### config.mk
export PLATFORM = sky130hd
export DESIGN_NAME = iosad_decoder
export DESIGN_NICKNAME = d
export VERILOG_FILES = /design/src/shared/iosad_pkg.sv /design/src/hw/iosad_decoder.sv /design/src/hw/iosad_ext_mem.sv
export SDC_FILE = /design/constraint.sdc
export NUM_CORES = 2
export LEC_CHECK = 0
export BUFFER_PORTS_ARGS = -buffer_cell sky130_fd_sc_hd__buf_2
export CAP_MARGIN = 20
export CORE_UTILIZATION = 40
export DETAILED_ROUTE_END_ITERATION = 10
export PLACE_DENSITY = 0.53
export SLEW_MARGIN = 20
export SYNTH_ARGS = -nofsm -noshare
export SYNTH_HDL_FRONTEND = slang
export SYNTH_SLANG_ARGS = --single-unit
### constraint.sdc
create_clock -name i_mclk -period 5.6 [get_ports i_mclk]
set_input_delay 1.12 -clock i_mclk [delete_from_list [all_inputs] [get_ports i_mclk]]
set_output_delay 1.12 -clock i_mclk [all_outputs]
set_load 0.02 [all_outputs]
### src/shared/iosad_pkg.sv
package iosad_pkg;

  localparam int DW = 8;
  localparam int AW = 8;
  localparam int BIT_W = 3;

  // Offset between short input/output addresses and data-space addresses
  localparam logic [7:0] IO_DATA_OFS = 8'h20;
  localparam logic [7:0] BIT_WIN_LAST = 8'h1F;
  localparam logic [7:0] IO_WIN_LAST = 8'h3F;
  localparam logic [7:0] EXT_FIRST = 8'h60;
  localparam logic [7:0] EXT_LAST = 8'hFF;
  localparam int EXT_DEPTH = 160;

  // Implemented input/output register locations (short addresses)
  localparam logic [7:0] STAT_IO = 8'h16;
  localparam logic [7:0] GP0_IO = 8'h1E;
  localparam logic [7:0] GP1_IO = 8'h2A;
  localparam logic [7:0] GP2_IO = 8'h2B;

  localparam logic [7:0] STAT_RST = 8'h00;
  localparam logic [7:0] GP_RST = 8'h00;
  localparam logic [7:0] ZERO_BYTE = 8'h00;

  typedef enum logic [2:0] {
    OP_DATA_SPACE_LOAD_INSTR,
    OP_DATA_SPACE_STORE_INSTR,
    OP_IO_IN_INSTR,
    OP_IO_OUT_INSTR,
    OP_IO_BIT_SET_INSTR,
    OP_IO_BIT_CLEAR_INSTR,
    OP_SKIP_IF_IO_BIT_SET_INSTR,
    OP_SKIP_IF_IO_BIT_CLEAR_INSTR
  } iosad_op_t;

  typedef struct packed {
    logic [7:0] stat;
    logic [7:0] gp0;
    logic [7:0] gp1;
    logic [7:0] gp2;
    logic [7:0] rdata;
    logic ack;
    logic skip;
    logic mem_sel;
    logic hit;
  } iosad_state_t;

  typedef struct packed {
    logic [EXT_DEPTH-1:0][7:0] mem;
    logic [7:0] rdata;
  } iosad_mem_state_t;

endpackage

### src/hw/iosad_decoder.sv
module iosad_decoder
  import iosad_pkg::*;
(
  input logic i_mclk,
  input logic i_nrst,
  input logic i_req,
  input iosad_op_t i_op,
  input logic [7:0] i_addr,
  input logic [7:0] i_wdata,
  input logic [2:0] i_bit,
  input logic [7:0] i_flag_evt,
  output logic o_ack,
  output logic o_hit,
  output logic o_skip,
  output logic [7:0] o_rdata,
  output logic [7:0] o_flags,
  output logic [7:0] o_gp0,
  output logic [7:0] o_gp1,
  output logic [7:0] o_gp2
);

  iosad_state_t q;
  iosad_state_t d;
  logic [8:0] io_map;
  logic [7:0] io_idx;
  logic io_ok;
  logic ext_ok;
  logic [7:0] cur;
  logic [7:0] ext_idx;
  logic mem_we;
  logic [7:0] mem_rdata;
  logic skip_ref;

  function automatic logic is_data_op(input iosad_op_t op);
    return (op == OP_DATA_SPACE_LOAD_INSTR) || (op == OP_DATA_SPACE_STORE_INSTR);
  endfunction

  function automatic logic is_bit_op(input iosad_op_t op);
    return (op == OP_IO_BIT_SET_INSTR) || (op == OP_IO_BIT_CLEAR_INSTR) ||
           (op == OP_SKIP_IF_IO_BIT_SET_INSTR) || (op == OP_SKIP_IF_IO_BIT_CLEAR_INSTR);
  endfunction

  // Returns {valid, short address} for an access to the short window
  function automatic logic [8:0] map_io(input iosad_op_t op, input logic [7:0] a);
    logic [8:0] r;
    r = '0;
    if (is_data_op(op)) begin
      if ((a >= IO_DATA_OFS) && (a < EXT_FIRST)) begin
        r = {1'b1, 8'(a - IO_DATA_OFS)};
      end
    end else if (is_bit_op(op)) begin
      r = {1'b1, 3'b000, a[4:0]};
    end else begin
      r = {1'b1, 2'b00, a[5:0]};
    end
    return r;
  endfunction

  function automatic logic is_impl(input logic [7:0] idx);
    return (idx == STAT_IO) || (idx == GP0_IO) || (idx == GP1_IO) || (idx == GP2_IO);
  endfunction

  function automatic logic [7:0] rd_io(input logic [7:0] idx, input iosad_state_t s);
    logic [7:0] v;
    v = ZERO_BYTE;
    unique case (1'b1)
      (idx == STAT_IO): v = s.stat;
      (idx == GP0_IO): v = s.gp0;
      (idx == GP1_IO): v = s.gp1;
      (idx == GP2_IO): v = s.gp2;
      default: v = ZERO_BYTE;
    endcase
    return v;
  endfunction

  assign io_map = map_io(i_op, i_addr);
  assign io_ok = io_map[8];
  assign io_idx = io_map[7:0];
  assign ext_ok = is_data_op(i_op) && (i_addr >= EXT_FIRST);
  assign ext_idx = 8'(i_addr - EXT_FIRST);
  assign cur = rd_io(io_idx, q);
  assign skip_ref = cur[i_bit];
  assign mem_we = i_req && ext_ok && (i_op == OP_DATA_SPACE_STORE_INSTR);

  always_comb begin
    d = q;
    d.ack = i_req;
    d.hit = 1'b0;
    d.skip = 1'b0;
    d.mem_sel = 1'b0;
    if (i_req) begin
      d.rdata = ZERO_BYTE;
      if (io_ok) begin
        d.hit = is_impl(io_idx);
        d.rdata = cur;
        unique case (i_op)
          OP_DATA_SPACE_STORE_INSTR, OP_IO_OUT_INSTR: begin
            d.rdata = ZERO_BYTE;
            if (io_idx == STAT_IO) begin
              d.stat = q.stat & ~i_wdata;
            end
            if (io_idx == GP0_IO) begin
              d.gp0 = i_wdata;
            end
            if (io_idx == GP1_IO) begin
              d.gp1 = i_wdata;
            end
            if (io_idx == GP2_IO) begin
              d.gp2 = i_wdata;
            end
          end
          OP_IO_BIT_SET_INSTR: begin
            d.rdata = ZERO_BYTE;
            if (io_idx == STAT_IO) begin
              d.stat[i_bit] = 1'b0;
            end
            if (io_idx == GP0_IO) begin
              d.gp0[i_bit] = 1'b1;
            end
          end
          OP_IO_BIT_CLEAR_INSTR: begin
            d.rdata = ZERO_BYTE;
            if (io_idx == GP0_IO) begin
              d.gp0[i_bit] = 1'b0;
            end
          end
          OP_SKIP_IF_IO_BIT_SET_INSTR: begin
            d.skip = skip_ref;
          end
          OP_SKIP_IF_IO_BIT_CLEAR_INSTR: begin
            d.skip = ~skip_ref;
          end
          OP_DATA_SPACE_LOAD_INSTR, OP_IO_IN_INSTR: begin
            d.rdata = cur;
          end
        endcase
      end else if (ext_ok) begin
        d.hit = 1'b1;
        d.mem_sel = (i_op == OP_DATA_SPACE_LOAD_INSTR);
      end
    end
    // Peripheral events win over a same-cycle clear so none is lost
    d.stat = d.stat | i_flag_evt;
  end

  always_ff @(posedge i_mclk or negedge i_nrst) begin
    if (!i_nrst) begin
      q.stat <= STAT_RST;
      q.gp0 <= GP_RST;
      q.gp1 <= GP_RST;
      q.gp2 <= GP_RST;
      q.rdata <= ZERO_BYTE;
      q.ack <= 1'b0;
      q.skip <= 1'b0;
      q.mem_sel <= 1'b0;
      q.hit <= 1'b0;
    end else begin
      q <= d;
    end
  end

  iosad_ext_mem u_ext_mem (
    .i_mclk(i_mclk),
    .i_nrst(i_nrst),
    .i_we(mem_we),
    .i_idx(ext_idx),
    .i_wdata(i_wdata),
    .o_rdata(mem_rdata)
  );

  assign o_ack = q.ack;
  assign o_hit = q.hit;
  assign o_skip = q.skip;
  // Both sources are registers; the select only steers between them
  assign o_rdata = q.mem_sel ? mem_rdata : q.rdata;
  assign o_flags = q.stat;
  assign o_gp0 = q.gp0;
  assign o_gp1 = q.gp1;
  assign o_gp2 = q.gp2;

  ext_store_load_a: assert property (
    @(posedge i_mclk) disable iff (!i_nrst)
    (i_req && mem_we) ##1 (i_req && (i_op == OP_DATA_SPACE_LOAD_INSTR) && (i_addr == $past(i_addr)))
    |=> (o_rdata == $past(i_wdata, 2)))
    else $error("extended load did not return stored byte");

  bit_set_gp_a: assert property (
    @(posedge i_mclk) disable iff (!i_nrst)
    (i_req && (i_op == OP_IO_BIT_SET_INSTR) && (i_addr[4:0] == GP0_IO[4:0]))
    |=> (o_gp0 == ($past(o_gp0) | (8'h01 << $past(i_bit)))))
    else $error("bit set did not set exactly one bit");

  skip_test_a: assert property (
    @(posedge i_mclk) disable iff (!i_nrst)
    (i_req && (i_op == OP_SKIP_IF_IO_BIT_CLEAR_INSTR))
    |=> (o_skip == !$past(skip_ref)) && (o_flags == ($past(o_flags) | $past(i_flag_evt))))
    else $error("skip result wrong or state disturbed");

  io_in_read_a: assert property (
    @(posedge i_mclk) disable iff (!i_nrst)
    (i_req && (i_op == OP_IO_IN_INSTR) && (i_addr[5:0] == GP1_IO[5:0]))
    |=> o_ack && o_hit && (o_rdata == $past(o_gp1)))
    else $error("input instruction read wrong register");

  data_offset_a: assert property (
    @(posedge i_mclk) disable iff (!i_nrst)
    (i_req && (i_op == OP_DATA_SPACE_STORE_INSTR) && (i_addr == 8'(GP2_IO + IO_DATA_OFS)))
    |=> (o_gp2 == $past(i_wdata)) && $stable(o_gp0) && $stable(o_gp1))
    else $error("offset store missed general register");

  short_field_a: assert property (
    @(posedge i_mclk) disable iff (!i_nrst)
    (i_req && !is_data_op(i_op)) |-> !mem_we ##1 !q.mem_sel)
    else $error("short instruction reached extended space");

  ext_only_data_a: assert property (
    @(posedge i_mclk) disable iff (!i_nrst)
    mem_we |-> is_data_op(i_op) && (i_addr >= EXT_FIRST) && (i_addr <= EXT_LAST))
    else $error("extended write from wrong instruction");

  flag_clear_a: assert property (
    @(posedge i_mclk) disable iff (!i_nrst)
    (i_req && (i_op == OP_IO_OUT_INSTR) && (i_addr[5:0] == STAT_IO[5:0]))
    |=> (o_flags == (($past(o_flags) & ~$past(i_wdata)) | $past(i_flag_evt))))
    else $error("flag write-one-to-clear wrong");

  bit_only_a: assert property (
    @(posedge i_mclk) disable iff (!i_nrst)
    (i_req && (i_op == OP_IO_BIT_SET_INSTR) && (i_addr[4:0] == STAT_IO[4:0]))
    |=> (o_flags == (($past(o_flags) & ~(8'h01 << $past(i_bit))) | $past(i_flag_evt))))
    else $error("bit set on flags touched other bits");

  gp_store_a: assert property (
    @(posedge i_mclk) disable iff (!i_nrst)
    (i_req && (i_op == OP_IO_OUT_INSTR) && (i_addr[5:0] == GP1_IO[5:0]))
    |=> (o_gp1 == $past(i_wdata)) && $stable(o_gp0))
    else $error("general register store failed");

  gp_bit_clr_a: assert property (
    @(posedge i_mclk) disable iff (!i_nrst)
    (i_req && (i_op == OP_IO_BIT_CLEAR_INSTR) && (i_addr[4:0] == GP0_IO[4:0]))
    |=> (o_gp0 == ($past(o_gp0) & ~(8'h01 << $past(i_bit)))))
    else $error("bit clear on general register wrong");

  unimpl_zero_a: assert property (
    @(posedge i_mclk) disable iff (!i_nrst)
    (i_req && io_ok && !is_impl(io_idx) && !is_bit_op(i_op))
    |=> !o_hit && (o_rdata == ZERO_BYTE) && $stable(o_gp0) && $stable(o_gp1) && $stable(o_gp2))
    else $error("unimplemented location responded");

  skip_set_gp_a: assert property (
    @(posedge i_mclk) disable iff (!i_nrst)
    (i_req && (i_op == OP_SKIP_IF_IO_BIT_SET_INSTR) && (i_addr[4:0] == GP0_IO[4:0]))
    |=> o_ack && (o_skip == $past(o_gp0[i_bit])) && $stable(o_gp0))
    else $error("skip on general register wrong");

  ext_load_hit_a: assert property (
    @(posedge i_mclk) disable iff (!i_nrst)
    (i_req && is_data_op(i_op) && (i_addr >= EXT_FIRST))
    |=> o_ack && o_hit)
    else $error("extended access not answered");

  ack_timing_a: assert property (
    @(posedge i_mclk) disable iff (!i_nrst)
    1'b1 |=> (o_ack == $past(i_req)))
    else $error("acknowledge not one cycle after request");

  low_data_zero_a: assert property (
    @(posedge i_mclk) disable iff (!i_nrst)
    (i_req && is_data_op(i_op) && (i_addr < IO_DATA_OFS))
    |=> !o_hit && (o_rdata == ZERO_BYTE) && $stable(o_gp0) && $stable(o_gp1) && $stable(o_gp2))
    else $error("working register address reached short window");

  flag_bit_keep_a: assert property (
    @(posedge i_mclk) disable iff (!i_nrst)
    (i_req && (i_op == OP_IO_BIT_CLEAR_INSTR) && (i_addr[4:0] == STAT_IO[4:0]))
    |=> (o_flags == ($past(o_flags) | $past(i_flag_evt))))
    else $error("bit clear on flags changed a flag");

  io_upper_ign_a: assert property (
    @(posedge i_mclk) disable iff (!i_nrst)
    (i_req && (i_op == OP_IO_OUT_INSTR) && (i_addr[5:0] == GP2_IO[5:0]))
    |=> (o_gp2 == $past(i_wdata)))
    else $error("output instruction missed general register");

endmodule // iosad_decoder

### src/hw/iosad_ext_mem.sv
module iosad_ext_mem
  import iosad_pkg::*;
(
  input logic i_mclk,
  input logic i_nrst,
  input logic i_we,
  input logic [7:0] i_idx,
  input logic [7:0] i_wdata,
  output logic [7:0] o_rdata
);

  iosad_mem_state_t q;
  iosad_mem_state_t d;

  // Reset clears the whole array so that the extended window reads defined data
  always_comb begin
    d = q;
    // Indexes past the array read zero instead of unknown
    d.rdata = (i_idx < 8'(EXT_DEPTH)) ? q.mem[i_idx] : ZERO_BYTE;
    if (i_we) begin
      d.mem[i_idx] = i_wdata;
    end
  end

  always_ff @(posedge i_mclk or negedge i_nrst) begin
    if (!i_nrst) begin
      q <= '0;
    end else begin
      q <= d;
    end
  end

  assign o_rdata = q.rdata;

endmodule // iosad_ext_mem

==> metrics.md <==
| Metric | Value |
|---|---|
| Status | `completed` |
| Drc violations | `0` |
| Setup TNS | `0 ns` |
| CTS resizes | `0` |
| Worst path depth | `9` |
| Syn. warnings | `0` |
| Setup CP Type | `primary input to flop` |
| Yosys cell types | `59` |
| Tmin final | `~3.8 ns` |
| DR pass1 iterations | `5` |
| Synth Flop Type | `dfrtp_1` |
| First-pass GRT wire length | `about 260000 um` |
| Worst Tran Pin Value | `around 1.1 ns` |
| Endpoints failing hold | `0` |
| CP most frequent cell | `nand2_1` |
| CP required | `between 6 and 7 ns` |
| WP buf/inv | `2` |
| RSZ-0062 raised after global routing | `false` |
| Seq/Total Area, Yosys | `approximately 54%` |
| Post-synthesis area per instance | `15.3 um2` |
| Clock Skews | `0.0210 ns` |
| Leak pwr | `between 30 and 40 nW` |
| CTS Buffer Depth | `3` |
| Commonest non-fill, non-tap cells in the layout | `1332 x dfrtp_1, 821 x mux2_2, 473 x mux2_1` |
| Crit path launch | `i_addr[5]` |
| Die area | `156000 um2` |
| WL/cell | `between 20 and 30 um` |
| Starting Density | `40.4%` |
| CTS root buf | `clkbuf_16` |
| DRT iter0 DRCs | `approximately 2600` |
| Synthesized cell area | `between 60000 and 70000 um2` |
| HPWL after detailed placement | `approximately 110000 um` |
| Crit path cell chain | `buf_2, ha_1, xnor2_1, nor2_1, buf_4, nand2_1, nor2_2, nand2_1, mux2_2` |
| R2r worst-path depth | `7` |
| Pwr per Cell Area | `around 300 nW/um2` |
| Core area | `roughly 150000 um2` |
| Area grow syn2layout | `12.5%` |
| Slowest stage delay, CP | `about 0.83 ns` |
| Crit path max-delay cell type | `nor2_2` |
| Reg-to-reg startpoint | `u_ext_mem.q[1126]` |
| Share of the synthesized area in the top cell type | `54.0%` |
| Pwr Total | `around 21 mW` |
| Crit. End Element | `flop` |
| Reg2Reg Capture Point | `u_ext_mem.o_rdata[6]` |
| H-tree Lvls | `4` |
| Post-synth EDFFs | `0` |
| Inst Count DP | `~6000` |
| Async set-or-reset flop fraction in the synthesized netlist | `100%` |
| Number of global-route vias before repair | `36740` |
| Worst hold path type | `primary input to async pin` |
| Synthesized flop and latch total | `1332` |
| Final period utilization | `68.1%` |
| Final Routed Wirelength | `roughly 180000 um` |
| Postcts setup bufs | `0` |
| Sink Count | `1332` |
| Logic pwr share | `under 10%` |
| # nets final | `4071` |
| Fmax | `roughly 0.26 GHz` |
| Die width | `395 um` |
| Post-cts hold buffer count | `0` |
| Top Ports | `between 70 and 80` |
| Overall routing resource usage | `a little under a quarter` |
| Via count | `~35000` |
| TritonCTS Buffers | `150` |
| R2r setup slk | `2.96 ns` |
| Initial antenna violation count | `3` |
| Worst IR Drop VDD | `about 0.34 mV` |
| I/O Buffers | `75` |
| GRT overflow | `0` |
| Ratio of cells with drive above 1 in the final layout | `between 40% and 50%` |
| Register share of total power | `between 40 and 50%` |
| Synth area leaders | `dfrtp_1 54%, mux2_2 15%, mux4_2 11%, mux2_1 8.6%, mux2i_1 2.0%` |
| Syn Inst Count | `slightly above 4000` |
| Power share of the clock group | `a little under half` |
| GPL Wtd Cong | `about 0.85` |
| Cell Int Power | `between 15 and 20 mW` |
| Slew HR | `24.4%` |
| Die height | `395 um` |
| Worst setup SP type | `primary input` |
| Final max-slew violation count | `0` |
| Net Sw Frac | `approximately a quarter` |
| CTS tree | `built` |
| CP endpoint | `u_ext_mem.q[940]` |
| Crit-path leading delay family | `simple AND/OR/NAND/NOR gates` |
| Max_cap viols | `0` |
| Syn Nets | `between 4000 and 5000` |
| Switch Pwr | `approximately 5 mW` |
| Final setup viols | `0` |
| CTS clk-pin slew, worst paths | `roughly 0.060 ns` |
| Fin util | `45.5%` |
| Num rows | `roughly 140` |
| Worst-path maximum fanout | `13` |
| Via/cell ratio | `between 5 and 6` |
| Antenna viol nets, final | `0` |
| Cell accounting for the most synthesized area | `dfrtp_1` |
| Post-route insts no fill | `between 6000 and 7000` |
| Largest net degree at the start of global routing | `about 140` |
| Later-pin clock latency in the skew report | `slightly below 0.8 ns` |
| Commonest non-fill, non-tap cell in the layout | `dfrtp_1` |
| Crit path arrival time | `roughly 4.5 ns` |
-- power groups by stage --
stage | logic, mW | registers (mW) | clock network [mW]
final | 1.09 | 9.74 | 9.93
after global routing | 1.18 | 9.74 | 10.6
after CTS | 1.12 | 9.74 | 10.2
after detailed placement | 1.12 | 9.91 | 0
after global placement | 1.11 | 9.91 | 0
after floorplan | 0.570 | 9.90 | 0
-- logic make-up after synthesis --
logic type	Yosys count	synth area share [%]
and+or+nand+nor	359	3.60
buffers and inverters	352	2.62
AOI/OAI and AO/OA	238	2.61
DFF	1332	54.0
adders and majority gates	3	0.0608
muxes	1735	37.0
xor gates and xnor gates	4	0.0568
-- final cells by class --
| type | instances | area, um2 |
|---|---|---|
| Fill cell | 13456 | 83200 |
| Sequential cell | 1332 | 33300 |
| Multi-Input combinational cell | 2339 | 26900 |
| Clock buffer | 221 | 4430 |
| Tap cell | 2030 | 2540 |
| Timing Repair Buffer | 197 | 1620 |
| Clock inverter | 47 | 523 |
| Inverter | 15 | 56.3 |
| Antenna cell | 1 | 2.50 |
-- metrics by stage --
| stage | cell area [um2] | hold WS [ns] | setup slack (ns) |
|---|---|---|---|
| floorplan | 61700 | 0.459 | 1.96 |
| global placement | 64500 | 0.468 | 0.799 |
| detailed placement | 64500 | 0.476 | 0.984 |
| CTS | 69400 | 0.367 | 1.83 |
| global route | 69400 | 0.340 | 1.68 |
| finish | 69400 | 0.305 | 1.79 |
-- worst min path at each step --
| stage | startpoint | endpoint | depth (start not counted) |
|---|---|---|---|
| floorplan | u_ext_mem.q[282] | u_ext_mem.q[282] | 1 |
| global placement | u_ext_mem.q[901] | u_ext_mem.q[901] | 1 |
| detailed placement | u_ext_mem.q[288] | u_ext_mem.q[288] | 1 |
| CTS | i_nrst | u_ext_mem.q[335] | 1 |
| global route | i_nrst | u_ext_mem.q[335] | 1 |
| finish | i_nrst | u_ext_mem.q[335] | 1 |
-- cells in the mapped netlist (all sizes together) (2+ instances only) --
| master | n |
|---|---|
| a221oi | 13 |
| xnor2 | 2 |
| o22ai | 29 |
| nand3b | 4 |
| a22oi | 76 |
| a21oi | 38 |
| mux2 | 1309 |
| nor4 | 14 |
| o21ai | 39 |
| nor3 | 21 |
| a31oi | 3 |
| mux4 | 303 |
| and2 | 4 |
| nor2 | 24 |
| o2111ai | 7 |
| nand4 | 18 |
| ha | 3 |
| nand2 | 215 |
| nand2b | 18 |
| nand3 | 18 |
| or4 | 2 |
| clkbuf | 180 |
| mux2i | 123 |
| nor2b | 8 |
| a21boi | 3 |
| buf | 157 |
| and3 | 4 |
| a2111oi | 2 |
| a22o | 12 |
| inv | 14 |
| or3 | 2 |
| a211oi | 9 |
| dfrtp | 1332 |
| or2 | 2 |
| xor2 | 2 |
| o32a | 2 |
-- registers in the layout, summed over array words and instances (netlist names), 8 cells and up --
| register | flops |
|---|---|
| o_gp2 | 8 |
| q | 9 |
| u_ext_mem.o_rdata | 8 |
| u_ext_mem.q | 1280 |
| o_flags | 8 |
| o_gp0 | 8 |
| o_gp1 | 8 |
-- routing by layer --
layer	routed length, um	part of all wire (%)	track usage, %
met5	7	0.0040	0
met4	3480	2.0	5.41
met3	7340	4.2	3.48
met2	79800	46	34.6
met1	84600	48	34.3
No activity file was read; power rests on OpenSTA's default activity.
